**src/core/ncs_map.vh**
```
// Register map, field positions and reset values of the reference and
// bus clock output select block; included by every design file but the synchroniser.
`ifndef NCS_MAP_VH
`define NCS_MAP_VH

// Register indexes; byte address on the bus is four times the index
`define NCS_IDX_NETREF_SELECT      3'h1
`define NCS_IDX_PROG_CLK_OUTPUTS   3'h2
`define NCS_IDX_STATUS             3'h3
`define NCS_IDX_GENERAL_PURPOSE    3'h4

// Fields of netref_select
`define NCS_REF_OUT_ENABLE         7
`define NCS_REF_ROUTE_INPUT        6
`define NCS_DEJITTER_BYPASS        5
`define NCS_REF_INVERT             4
`define NCS_REF_SOURCE_SEL_HI      3
`define NCS_REF_SOURCE_SEL_LO      0

// Fields of programmable_clock_outputs
`define NCS_FRAMER_CLK_SOURCE_HI   7
`define NCS_FRAMER_CLK_SOURCE_LO   5
`define NCS_BUS_CLK_INPUT_INTERP   4
`define NCS_A_PAIR_OUT_ENABLE      3
`define NCS_B_PAIR_OUT_ENABLE      2
`define NCS_BUS_CLK_RATE_SEL       1
`define NCS_FRAME_WIDTH_RESERVED   0

// Reference source codes
`define NCS_REF_OSC_DIV8           4'h0
`define NCS_REF_OSC                4'h1

// Framer clock source codes
`define NCS_FCLK_TRISTATE          3'h0
`define NCS_FCLK_OSC               3'h1
`define NCS_FCLK_PLL2              3'h2
`define NCS_FCLK_PLL2_DIV2         3'h3
`define NCS_FCLK_SM_2M             3'h4
`define NCS_FCLK_SM_4M             3'h5
`define NCS_FCLK_SM_8M             3'h6
`define NCS_FCLK_SM_16M            3'h7

// Reset values
`define NCS_RST_NETREF_SELECT      8'h00
`define NCS_RST_PROG_CLK_OUTPUTS   8'h00
`define NCS_RST_GENERAL_PURPOSE    8'h00

// Divider half periods, in rising input edges
`define NCS_HALF_OSC_DIV8          3'h4
`define NCS_HALF_DIV2              3'h1

`endif

```
**src/core/ncs_clkgen.v**
```verilog
// Edge-counting divider: toggles its output every HALF rising edges of a
// synchronised clock level. Assumes clk_in is already on ref_clk.
`timescale 1ns/1ps
`include "ncs_map.vh"

module ncs_clkgen #(
  parameter [2:0] HALF = 3'h1
) (
  input  wire ref_clk,
  input  wire rstn,
  input  wire clk_in,
  output reg  clk_out
);

  reg       clk_prev;
  reg [2:0] cnt;
  wire      rise = clk_in & ~clk_prev;

  // Count input rising edges, toggle on the last of each half period
  always @(posedge ref_clk or negedge rstn) begin
    if (!rstn) begin
      clk_prev <= 1'b0;
      cnt      <= 3'h0;
      clk_out  <= 1'b0;
    end else begin
      clk_prev <= clk_in;
      if (rise) begin
        if (cnt == HALF - 3'h1) begin
          cnt     <= 3'h0;
          clk_out <= ~clk_out;
        end else begin
          cnt <= cnt + 3'h1;
        end
      end
    end
  end

endmodule // ncs_clkgen

```
**src/core/ncs_sync.v**
```verilog
// Two-flop synchroniser for a group of asynchronous levels.
// Assumes every bit is independent; no bus coherency is promised.
`timescale 1ns/1ps

module ncs_sync #(
  parameter W = 22
) (
  input  wire         ref_clk,
  input  wire         rstn,
  input  wire [W-1:0] async_in,
  output reg  [W-1:0] sync_out
);

  reg [W-1:0] meta;

  // First stage feeds only the second
  always @(posedge ref_clk or negedge rstn) begin
    if (!rstn) begin
      meta     <= {W{1'b0}};
      sync_out <= {W{1'b0}};
    end else begin
      meta     <= async_in;
      sync_out <= meta;
    end
  end

endmodule // ncs_sync

```
**src/core/ncs_top.v**
```verilog
// Reference select and bus clock output select, with an Avalon-MM slave.
// Assumes every clock source arrives as an asynchronous level that ref_clk
// oversamples; output clocks are therefore re-timed to ref_clk edges.
//
// The Avalon-MM register port was chosen for this implementation.
`timescale 1ns/1ps
`include "ncs_map.vh"

module ncs_top (
  input  wire        ref_clk,
  input  wire        rstn,
  // Avalon-MM slave
  input  wire [4:0]  avs_address,
  input  wire        avs_read,
  input  wire        avs_write,
  input  wire [31:0] avs_writedata,
  input  wire [3:0]  avs_byteenable,
  output reg  [31:0] avs_readdata,
  output reg         avs_waitrequest,
  // Clock sources, all asynchronous
  input  wire        osc_clk,
  input  wire        pll2_clk,
  input  wire [7:0]  local_ref,
  input  wire [3:0]  sm_clk,
  input  wire        int_c8,
  input  wire        int_frame_n,
  input  wire        a_clk_fail,
  input  wire        b_clk_fail,
  // Reference pin and external dejitter loop
  input  wire        netref_in,
  output reg         netref_out,
  output reg         netref_oe,
  output reg         to_dejitter_pin,
  input  wire        from_dejitter_pin,
  output reg         netref_local_out,
  // Framer clock pin
  output reg         framer_clk_out,
  output reg         framer_clk_oe,
  // Bus clock pairs
  input  wire        bus_c8a_in,
  input  wire        bus_c8b_in,
  output reg         ct_c8a_out,
  output reg         ct_c8a_oe,
  output reg         ct_frame_a_n_out,
  output reg         ct_frame_a_n_oe,
  output reg         ct_c8b_out,
  output reg         ct_c8b_oe,
  output reg         ct_frame_b_n_out,
  output reg         ct_frame_b_n_oe,
  output reg         bus_rx_clk_a,
  output reg         bus_rx_clk_b,
  // General purpose bits
  output reg  [7:0]  gp_out
);

  // Registers
  reg  [7:0]  netref_select;
  reg  [7:0]  programmable_clock_outputs;
  reg  [7:0]  general_purpose_reg;

  // Synchronised inputs
  wire [21:0] sync_bus;
  wire        s_osc      = sync_bus[0];
  wire        s_pll2     = sync_bus[1];
  wire [7:0]  s_local    = sync_bus[9:2];
  wire [3:0]  s_sm       = sync_bus[13:10];
  wire        s_c8       = sync_bus[14];
  wire        s_frame_n  = sync_bus[15];
  wire        s_a_fail   = sync_bus[16];
  wire        s_b_fail   = sync_bus[17];
  wire        s_netref   = sync_bus[18];
  wire        s_from_dj  = sync_bus[19];
  wire        s_c8a_in   = sync_bus[20];
  wire        s_c8b_in   = sync_bus[21];

  wire        osc_div8;
  wire        pll2_div2;
  wire        c8_div2;

  // Register fields
  wire        ref_out_enable       = netref_select[`NCS_REF_OUT_ENABLE];
  wire        ref_route_input      = netref_select[`NCS_REF_ROUTE_INPUT];
  wire        dejitter_bypass      = netref_select[`NCS_DEJITTER_BYPASS];
  wire        ref_invert           = netref_select[`NCS_REF_INVERT];
  wire [3:0]  ref_source_sel       =
    netref_select[`NCS_REF_SOURCE_SEL_HI:`NCS_REF_SOURCE_SEL_LO];
  wire [2:0]  framer_clk_source    =
    programmable_clock_outputs[`NCS_FRAMER_CLK_SOURCE_HI:`NCS_FRAMER_CLK_SOURCE_LO];
  wire        bus_clk_input_interp = programmable_clock_outputs[`NCS_BUS_CLK_INPUT_INTERP];
  wire        a_pair_out_enable    = programmable_clock_outputs[`NCS_A_PAIR_OUT_ENABLE];
  wire        b_pair_out_enable    = programmable_clock_outputs[`NCS_B_PAIR_OUT_ENABLE];
  wire        bus_clk_rate_sel     = programmable_clock_outputs[`NCS_BUS_CLK_RATE_SEL];

  // Register decode
  wire [2:0]  reg_index = avs_address[4:2];
  wire        req       = avs_read | avs_write;
  wire        accept    = req & ~avs_waitrequest;
  wire        wr_lane0  = avs_write & accept & avs_byteenable[0];

  reg  [7:0]  next_readdata;
  reg         sel_raw;
  reg         next_framer_clk;
  reg         next_framer_oe;

  ncs_sync #(
    .W (22)
  ) u_sync (
    .ref_clk  (ref_clk),
    .rstn     (rstn),
    .async_in ({bus_c8b_in, bus_c8a_in, from_dejitter_pin, netref_in,
                b_clk_fail, a_clk_fail, int_frame_n, int_c8, sm_clk,
                local_ref, pll2_clk, osc_clk}),
    .sync_out (sync_bus)
  );

  // Oscillator over eight for reference code 0000
  ncs_clkgen #(
    .HALF (`NCS_HALF_OSC_DIV8)
  ) u_osc_div8 (
    .ref_clk (ref_clk),
    .rstn    (rstn),
    .clk_in  (s_osc),
    .clk_out (osc_div8)
  );

  // Second PLL halved for framer code 011
  ncs_clkgen #(
    .HALF (`NCS_HALF_DIV2)
  ) u_pll2_div2 (
    .ref_clk (ref_clk),
    .rstn    (rstn),
    .clk_in  (s_pll2),
    .clk_out (pll2_div2)
  );

  // Bus clock halved for the 4 MHz output mode
  ncs_clkgen #(
    .HALF (`NCS_HALF_DIV2)
  ) u_c8_div2 (
    .ref_clk (ref_clk),
    .rstn    (rstn),
    .clk_in  (s_c8),
    .clk_out (c8_div2)
  );

  // Reference source selector; reserved codes give a quiet low
  always @* begin
    case (ref_source_sel)
      `NCS_REF_OSC_DIV8: sel_raw = osc_div8;
      `NCS_REF_OSC:      sel_raw = s_osc;
      default: begin
        if (ref_source_sel[3])
          sel_raw = s_local[ref_source_sel[2:0]];
        else
          sel_raw = 1'b0;
      end
    endcase
  end

  wire sel_out   = sel_raw ^ ref_invert;
  // The dejitter loop is outside; bypass skips it entirely
  wire div_in    = dejitter_bypass ? sel_out : s_from_dj;

  // Reference output path, pin enable and local routing
  always @(posedge ref_clk or negedge rstn) begin
    if (!rstn) begin
      to_dejitter_pin  <= 1'b0;
      netref_out       <= 1'b0;
      netref_oe        <= 1'b0;
      netref_local_out <= 1'b0;
    end else begin
      to_dejitter_pin  <= dejitter_bypass ? 1'b0 : sel_out;
      netref_out       <= div_in;
      // Input routing wins over the enable so two drivers never fight
      netref_oe        <= ref_out_enable & ~ref_route_input;
      netref_local_out <= ref_route_input ? s_netref : div_in;
    end
  end

  // Framer clock selector
  always @* begin
    next_framer_oe = 1'b1;
    case (framer_clk_source)
      `NCS_FCLK_TRISTATE: begin
        next_framer_clk = 1'b0;
        next_framer_oe  = 1'b0;
      end
      `NCS_FCLK_OSC:       next_framer_clk = s_osc;
      `NCS_FCLK_PLL2:      next_framer_clk = s_pll2;
      `NCS_FCLK_PLL2_DIV2: next_framer_clk = pll2_div2;
      `NCS_FCLK_SM_2M:     next_framer_clk = s_sm[0];
      `NCS_FCLK_SM_4M:     next_framer_clk = s_sm[1];
      `NCS_FCLK_SM_8M:     next_framer_clk = s_sm[2];
      `NCS_FCLK_SM_16M:    next_framer_clk = s_sm[3];
      default: begin
        next_framer_clk = 1'b0;
        next_framer_oe  = 1'b0;
      end
    endcase
  end

  always @(posedge ref_clk or negedge rstn) begin
    if (!rstn) begin
      framer_clk_out <= 1'b0;
      framer_clk_oe  <= 1'b0;
    end else begin
      framer_clk_out <= next_framer_clk;
      framer_clk_oe  <= next_framer_oe;
    end
  end

  // Bus clock pairs; one internal source feeds both A and B
  wire bus_clk_tx = bus_clk_rate_sel ? s_c8 : ~c8_div2;

  always @(posedge ref_clk or negedge rstn) begin
    if (!rstn) begin
      ct_c8a_out       <= 1'b0;
      ct_frame_a_n_out <= 1'b1;
      ct_c8b_out       <= 1'b0;
      ct_frame_b_n_out <= 1'b1;
      ct_c8a_oe        <= 1'b0;
      ct_frame_a_n_oe  <= 1'b0;
      ct_c8b_oe        <= 1'b0;
      ct_frame_b_n_oe  <= 1'b0;
    end else begin
      ct_c8a_out       <= bus_clk_tx;
      ct_frame_a_n_out <= s_frame_n;
      ct_c8b_out       <= bus_clk_tx;
      ct_frame_b_n_out <= s_frame_n;
      // Failure drops the drivers three ref_clk edges later, without touching the enable bit
      ct_c8a_oe        <= a_pair_out_enable & ~s_a_fail;
      ct_frame_a_n_oe  <= a_pair_out_enable & ~s_a_fail;
      ct_c8b_oe        <= b_pair_out_enable & ~s_b_fail;
      ct_frame_b_n_oe  <= b_pair_out_enable & ~s_b_fail;
    end
  end

  // Received bus clocks as seen by the clock selector
  always @(posedge ref_clk or negedge rstn) begin
    if (!rstn) begin
      bus_rx_clk_a <= 1'b0;
      bus_rx_clk_b <= 1'b0;
    end else begin
      bus_rx_clk_a <= bus_clk_input_interp ? s_c8a_in : ~s_c8a_in;
      bus_rx_clk_b <= bus_clk_input_interp ? s_c8b_in : ~s_c8b_in;
    end
  end

  // General purpose pins; top two bits are free only while routing in
  always @(posedge ref_clk or negedge rstn) begin
    if (!rstn) begin
      gp_out <= 8'h00;
    end else begin
      gp_out[5:0] <= general_purpose_reg[5:0];
      gp_out[7:6] <= ref_route_input ? general_purpose_reg[7:6] : 2'h0;
    end
  end

  // Register writes on the accepting edge, low byte lane only
  always @(posedge ref_clk or negedge rstn) begin
    if (!rstn) begin
      netref_select              <= `NCS_RST_NETREF_SELECT;
      programmable_clock_outputs <= `NCS_RST_PROG_CLK_OUTPUTS;
      general_purpose_reg        <= `NCS_RST_GENERAL_PURPOSE;
    end else if (wr_lane0) begin
      case (reg_index)
        `NCS_IDX_NETREF_SELECT:    netref_select              <= avs_writedata[7:0];
        `NCS_IDX_PROG_CLK_OUTPUTS: programmable_clock_outputs <= avs_writedata[7:0];
        `NCS_IDX_GENERAL_PURPOSE: begin
          general_purpose_reg[5:0] <= avs_writedata[5:0];
          // Bits 6 and 7 accept writes only while they are usable
          if (ref_route_input)
            general_purpose_reg[7:6] <= avs_writedata[7:6];
        end
        default: ;
      endcase
    end
  end

  // Read mux; unmapped addresses read zero
  always @* begin
    case (reg_index)
      `NCS_IDX_NETREF_SELECT:    next_readdata = netref_select;
      `NCS_IDX_PROG_CLK_OUTPUTS: next_readdata = programmable_clock_outputs;
      `NCS_IDX_STATUS:           next_readdata = {2'h0, ref_route_input, s_netref,
                                                  ct_c8b_oe, ct_c8a_oe,
                                                  s_b_fail, s_a_fail};
      `NCS_IDX_GENERAL_PURPOSE:  next_readdata = general_purpose_reg;
      default:                   next_readdata = 8'h00;
    endcase
  end

  // One wait state: waitrequest drops the cycle after a request appears
  always @(posedge ref_clk or negedge rstn) begin
    if (!rstn) begin
      avs_waitrequest <= 1'b1;
      avs_readdata    <= 32'h0000_0000;
    end else begin
      if (req & avs_waitrequest) begin
        avs_waitrequest <= 1'b0;
        avs_readdata    <= {24'h00_0000, next_readdata};
      end else begin
        avs_waitrequest <= 1'b1;
      end
    end
  end

endmodule // ncs_top

```
**config.mk**
```make
export PLATFORM = sky130hd
export DESIGN_NAME = ncs_top
export DESIGN_NICKNAME = d
export VERILOG_FILES = /design/src/core/ncs_clkgen.v /design/src/core/ncs_sync.v /design/src/core/ncs_top.v
export VERILOG_INCLUDE_DIRS = /design/src /design/src/core
export SDC_FILE = /design/constraint.sdc
export NUM_CORES = 1
export LEC_CHECK = 0
export ABC_AREA = 1
export BUFFER_PORTS_ARGS = -buffer_cell sky130_fd_sc_hd__buf_2
export CAP_MARGIN = 0
export CORE_UTILIZATION = 35
export CTS_CLUSTER_DIAMETER = 100
export CTS_CLUSTER_SIZE = 30
export DETAILED_ROUTE_END_ITERATION = 12
export SYNTH_ARGS = -nofsm -noshare
export SYNTH_HDL_FRONTEND = slang
export SYNTH_SLANG_ARGS = --single-unit
```
**constraint.sdc**
```tcl
create_clock -name ref_clk -period 1.47 [get_ports ref_clk]
set_input_delay 0.294 -clock ref_clk [delete_from_list [all_inputs] [get_ports ref_clk]]
set_output_delay 0.294 -clock ref_clk [all_outputs]
set_load 0.05 [all_outputs]
```
==> results of run 1 <==
## layout make-up
class | count | share of cell area (%)
clock buffer | 12 | 4.85
clock inverter | 4 | 1.03
inverter | 41 | 3.03
multi-input combinational | 235 | 23.1
sequential | 112 | 55.2
tap | 147 | 3.62
timing repair buffer | 81 | 9.16
## routing by layer
layer | up-vias | part of all wire [%] | global-route usage [%]
li1 | 1352 | - | -
met3 | 10 | 3.7 | 2.38
met4 | 0 | 1.9 | 6.13
met1 | 1266 | 48 | 17.4
met2 | 75 | 47 | 20.8
met5 | - | 0 | 0
## per-stage QoR
stage | instance area, sq um | cells | total power [mW] | hold slack, ns | setup WS [ns]
after CTS | 5060 | 632 | 8.07 | 0.0407 | 0.00332
after floorplan | 4370 | 423 | 5.18 | -0.00159 | 0.148
final | 5080 | 632 | 7.97 | 0.0541 | 0.0494
after detailed placement | 4760 | 615 | 5.60 | 0.232 | 0.0820
after global placement | 4760 | 615 | 5.55 | 0.229 | 0.107
after global routing | 5080 | 632 | 8.39 | 0.0417 | 0.0117
## cell usage after synthesis (4+ instances only)
cell type,n
inv_2,6
nor2_1,15
o21ai_2,9
buf_2,4
nand2_1,104
buf_4,29
nand3_1,20
nand4_1,6
inv_1,35
ha_1,5
o21ai_1,14
dfrtp_1,110
o21ai_0,9
nand2_2,5
xor2_1,4
## worst register-to-register path, cell delays in order (launching register included)
cell and delay, ns:
dfrtp_2 0.48, inv_2 0.10, nand2_1 0.05, nand3_1 0.06, nand3_1 0.09, nand3_2 0.09, nand2_1 0.05, nand2_1 0.07
nand3_1 0.08, and2_1 0.15
## power groups by stage
stage	Combinational [mW]	Clock, mW	Sequential (mW)
6_report	1.73	2.43	3.81
5_1_grt	1.87	2.64	3.88
4_1_cts	1.73	2.52	3.82
3_5_place_dp	1.72	0	3.87
3_3_place_gp	1.70	0	3.85
2_1_floorplan	0.848	0	4.33
## how the worst max path moves through the flow
stage	end	start	cells past startpoint	slack [ns]
2_1_floorplan	netref_select[6]	avs_waitrequest	5	0.15
4_1_cts	avs_waitrequest	avs_waitrequest	1	0.003
3_3_place_gp	avs_readdata[1]	avs_address[4]	8	0.11
6_report	avs_waitrequest	avs_waitrequest	1	0.05
3_5_place_dp	netref_out	netref_select[0]	10	0.08
5_1_grt	netref_local_out	netref_select[0]	10	0.01
## cell families (layout without fill, tap and decap cells)
family / after synthesis / count (layout) / synth area share, %
AO/OA/AOI/OAI: 39 / 39 / 5.61
XOR/XNOR: 7 / 7 / 1.43
adder cells (fa/ha/maj): 5 / 5 / 1.46
buffers and inverters: 76 / 138 / 9.49
flip-flops: 112 / 112 / 65.5
other: 1 / 24 / 0.0875
AND/OR/NAND/NOR: 160 / 160 / 16.5
## what timing repair did
item / CTS / global route
gates resized for setup: 0 / 6
hold buffers: 1 / 0
endpoints found under the hold margin: 23 / 0
endpoints found under the setup margin: 0 / 3
## layout by cell type, fill, tap and decap left out, types with 2 or more instances in the layout
cell type  count
dfstp_2        2
o21ai_0        9
xnor2_1        3
dfrtp_1      108
ha_1           5
inv_2          6
nand2_2        5
nor3_1         2
nand4_1        6
buf_4          9
buf_12         2
nand3_1       18
nor2_1        14
xor2_1         4
nor2_2         3
dfrtp_2        2
nor3_4         2
clkbuf_16      9
o21ai_2        9
a21oi_1        3
inv_1         35
nand2_1      104
o21ai_1       14
clkbuf_1       2
buf_2         68
nand3_2        2
conb_1        24
==> results.sh, run 1 <==
export IMPL_reg2reg_depth=9
export IMPL_synthCells=400
export IMPL_drt_pre_antenna_iters=4
export IMPL_slowest_delay_ns=0.56
export IMPL_internal_power_mw=5.33
export IMPL_power_frac_clock_pct=30.5
export IMPL_totalWireLength_microns=7500
export IMPL_seq_power_share_pct=47.9
export IMPL_start_util_pct=35.8
export IMPL_period_share_pct=96.6
export IMPL_final_seq_area_sq_mm=0.00281
export IMPL_synthTopCellsByArea="dfrtp_1, nand2_1, buf_4, inv_1, nand3_1"
export IMPL_synthFlopType="dfrtp_1"
export IMPL_die_area_sq_mm=0.0127
export IMPL_cp_cell_sequence="clkbuf_4"
export IMPL_grt_pass1_vias=2678
export IMPL_place_gp_congestion=0.784
export IMPL_dp_hpwl_microns=5530
export IMPL_synth_edf_count=0
export IMPL_cts_tree="yes"
export IMPL_cts_sinks=112
export IMPL_r2r_end="netref_out"
export IMPL_tns_ns=0
export IMPL_drv_cap=0
export IMPL_netlist_area_leader_share_pct=64.2
export IMPL_status="complete, no violations"
export IMPL_diodes=0
export IMPL_die_w_microns=113
export IMPL_end_kind="output port"
export IMPL_fin_worst_skew_ns=0.00846
export IMPL_htreeDepth=3
export IMPL_ys_seq_elements=112
export IMPL_core_area_sq_mm=0.0120
export IMPL_critPathArrivalTime_ns=1.13
export IMPL_fmax_mhz=704
export IMPL_grt_usage_pct=13.1
export IMPL_die_h_microns=113
export IMPL_nFillCells=1136
export IMPL_p_leak_nw=2.63
export IMPL_drive_gt1_share_pct=26.4
export IMPL_cts_made_buffers=9
export IMPL_final_util_pct=42.5
export IMPL_drc=0
export IMPL_grt_pass1_wl_microns=12600
export IMPL_hold_viol=0
export IMPL_min_period_ns=1.42
export IMPL_timing_critical_path_buf_inv=1
export IMPL_routedWlPerCell_microns=11.9
export IMPL_port_buffers=70
export IMPL_clk_pin_slew_ns=0.07
export IMPL_antenna_left=0
export IMPL_fp_row_count=40
export IMPL_synth_area_per_cell_sq_um=10.7
export IMPL_synth_area_sq_mm=0.00429
export IMPL_worst_hold_path_num_cells=1
export IMPL_start_kind="flop"
export IMPL_r2r_start="netref_select[0]"
export IMPL_critPathRequiredTime_ns=1.18
export IMPL_slowest_stage="dfstp_2"
export IMPL_multiInputGateArea_sq_mm=0.00117
export IMPL_dr_total_vias=2703
export IMPL_avgViaCountPerCell=4.28
export IMPL_largestRegisters="u_sync.meta x22, u_sync.sync_out x22"
export IMPL_clock_latency_ns=0.34
export IMPL_setup_viol=0
export IMPL_drt_initial_drc_count=87
export IMPL_ff2ff_setup_slack_ns=0.13
export IMPL_num_nets_final=552
export IMPL_ys_async_sr_fraction_pct=100
export IMPL_power_density_mw_per_mm2=1570
export IMPL_cts_buffer_depth=2
export IMPL_synth_warnings=0
export IMPL_worstHoldPathType="input pin to flop"
export IMPL_hp_start="a_clk_fail"
export IMPL_antenna_found_initial=0
export IMPL_yosysSeqAreaShare_pct=65.5
export IMPL_rsz0062_at_grt="no"
export IMPL_yosys_cell_types_count=32
export IMPL_grt_overflow=0
export IMPL_ir_drop_v=0.000563
export IMPL_post_cts_setup_buffers=0
export IMPL_crit_fanout=3
export IMPL_io_pins=124
export IMPL_maxSlewViolCount=0
export IMPL_synth_largest_area_cell="dfrtp_1"
export IMPL_p_switching_mw=2.64
export IMPL_root_buffer="clkbuf_16"
export IMPL_crit_type="flop to output port"
export IMPL_switching_share_pct=33.1
export IMPL_grt_max_degree=39
export IMPL_holdPathEnd="u_sync.meta[16]"
export IMPL_share_comb_of_total_power_pct=21.6
export IMPL_critPathTopFamily="flip-flops"
export IMPL_area_delta_synth_final_pct=18.6
Power figures use the tool's default switching activity.
==> inputs of run 2 (changes only) <==
Settings changed: CORE_UTILIZATION 35 to 25, SLEW_MARGIN from default to 20.
==> run 2 against run 1 <==
Maximum frequency decreased by 0.51%. Sequential share of layout area is 0.61 points lower. Critical path depth stayed put. Utilization shrank 12 points. Global-route usage shrank 2.8 points. Count of clock-buffer cells in the layout is the same. Wire length rose by 12%. Clock skew grew 0.00055 ns. Critical endpoint is now ct_frame_a_n_out. Highest routed layer unchanged.
==> results.sh, run 2 (synthesized netlist as in run 1, its figures left out) <==
export IMPL_dp_hpwl_microns=6350
export IMPL_fp_row_count=47
export IMPL_grt_pass1_wl_microns=13900
export IMPL_worst_hold_path_num_cells=1
export IMPL_layout_common_cells="dfrtp_1, nand2_1, buf_2, inv_1, conb_1"
export IMPL_power_density_mw_per_mm2=1540
export IMPL_area_delta_synth_final_pct=19.9
export IMPL_die_w_microns=133
export IMPL_final_cells=705
export IMPL_timing_critical_path_buf_inv=1
export IMPL_place_gp_congestion=0.754
export IMPL_grt_max_degree=78
export IMPL_reg2reg_depth=8
export IMPL_layout_commonest_cell="dfrtp_1"
export IMPL_start_util_pct=25.7
export IMPL_critPathRequiredTime_ns=1.18
export IMPL_status="complete, no violations"
export IMPL_min_period_ns=1.43
export IMPL_cts_tree="yes"
export IMPL_crit_fanout=2
export IMPL_cts_buffer_depth=2
export IMPL_path_depth=1
export IMPL_core_area_sq_mm=0.0166
export IMPL_num_nets_final=551
export IMPL_routedWlPerCell_microns=12.0
export IMPL_antenna_found_initial=1
export IMPL_totalWireLength_microns=8430
export IMPL_antenna_left=0
export IMPL_cts_sinks=112
export IMPL_ir_drop_v=0.000704
export IMPL_clock_latency_ns=0.36
export IMPL_avgViaCountPerCell=3.87
export IMPL_drc=0
export IMPL_post_place_ws_ns=0.103
export IMPL_drive_gt1_share_pct=26.0
export IMPL_setup_ws_ns=0.0420
export IMPL_grt_overflow=0
export IMPL_p_leak_nw=2.61
export IMPL_dp_cells=686
export IMPL_setup_viol=0
export IMPL_cts_made_buffers=9
export IMPL_nFillCells=1726
export IMPL_start_kind="flop"
export IMPL_cp_cell_sequence="buf_2"
export IMPL_die_h_microns=133
export IMPL_fmax_mhz=700
export IMPL_htreeDepth=3
export IMPL_rsz0062_at_grt="no"
export IMPL_die_area_sq_mm=0.0177
export IMPL_hold_viol=0
export IMPL_grt_pass1_vias=2713
export IMPL_root_buffer="clkbuf_16"
export IMPL_port_buffers=70
export IMPL_period_share_pct=97.1
export IMPL_critPathTopFamily="flip-flops"
export IMPL_io_pins=124
export IMPL_clk_pin_slew_ns=0.07
export IMPL_slowest_delay_ns=0.53
export IMPL_slowest_stage="dfstp_2"
export IMPL_fin_worst_skew_ns=0.00901
export IMPL_drt_initial_drc_count=132
export IMPL_maxSlewViolCount=0
export IMPL_crit_type="flop to output port"
export IMPL_drt_pre_antenna_iters=4
export IMPL_largestRegisters="u_sync.meta x22, u_sync.sync_out x22"
export IMPL_worstHoldPathType="input pin to flop"
export IMPL_critPathArrivalTime_ns=1.13
export IMPL_dr_total_vias=2726
export IMPL_end_kind="output port"
export IMPL_grt_usage_pct=10.3
export IMPL_tns_ns=0
export IMPL_drv_cap=0
run 2: cell count changes in the layout (fill, tap and decap cells not counted), sizes merged:
cell	before	now
clkinv	2	3
diode	0	1
bufinv	1	0
clkbuf	13	12
run 2: per-stage QoR:
step / instance area [sq um] / hold slack (ns) / power [mW] / util, %
finish: 5140 / 0.0404 / 7.91 / 30.9
global route: 5140 / 0.0236 / 8.33 / 30.9
CTS: 5120 / 0.0281 / 8.00 / 30.7
detailed placement: 4820 / 0.335 / 5.64 / 29.0
global placement: 4820 / 0.333 / 5.59 / 29.0
floorplan: 4370 / -0.00159 / 5.18 / -
run 2: power by group:
group	switching, mW	internal (mW)	leakage [nW]
combinational	1.32	0.450	1.09
sequential	0.298	3.51	1.39
clock	1.12	1.22	0.139
total	2.74	5.18	2.61
run 2: path summary, 6_finish.rpt:
check | startpoint | slack, ns | end
max | ct_frame_b_n_out | 0.04 | ct_frame_a_n_out
min in group asynchronous | rstn | 0.49 | general_purpose_reg[1]
min reg2reg | u_sync.meta[10] | 0.35 | u_sync.sync_out[10]
max in group asynchronous | rstn | 0.56 | ct_frame_b_n_out
min | from_dejitter_pin | 0.04 | u_sync.meta[19]
max reg2reg | netref_select[1] | 0.12 | netref_out
run 2: layout make-up:
| type | instances | area (sq um) | area share, % |
|---|---|---|---|
| Inverter | 41 | 154 | 2.99 |
| Clock inverter | 4 | 37.5 | 0.730 |
| Tap cell | 220 | 275 | 5.36 |
| Timing Repair Buffer | 80 | 445 | 8.67 |
| Multi-Input combinational cell | 235 | 1170 | 22.8 |
| Clock buffer | 12 | 246 | 4.80 |
| Antenna cell | 1 | 2.50 | 0.0487 |
| Sequential cell | 112 | 2810 | 54.6 |
run 2: timing repair:
item / 4_1_cts / 5_1_grt
hold endpoints to repair: 53 / 0
hold buffers: 1 / 0
setup buffers: 0 / 1
resized for setup: 1 / 4
setup endpoints to repair: 1 / 2
run 2: per-layer routing:
metal | vias to the layer above | share of wire, % | GRT usage [%]
li1 | 1355 | - | -
met1 | 1285 | 47 | 13.4
met2 | 75 | 45 | 15.4
met3 | 11 | 5.8 | 3.03
met4 | 0 | 2.0 | 5.75
met5 | - | 0 | 0
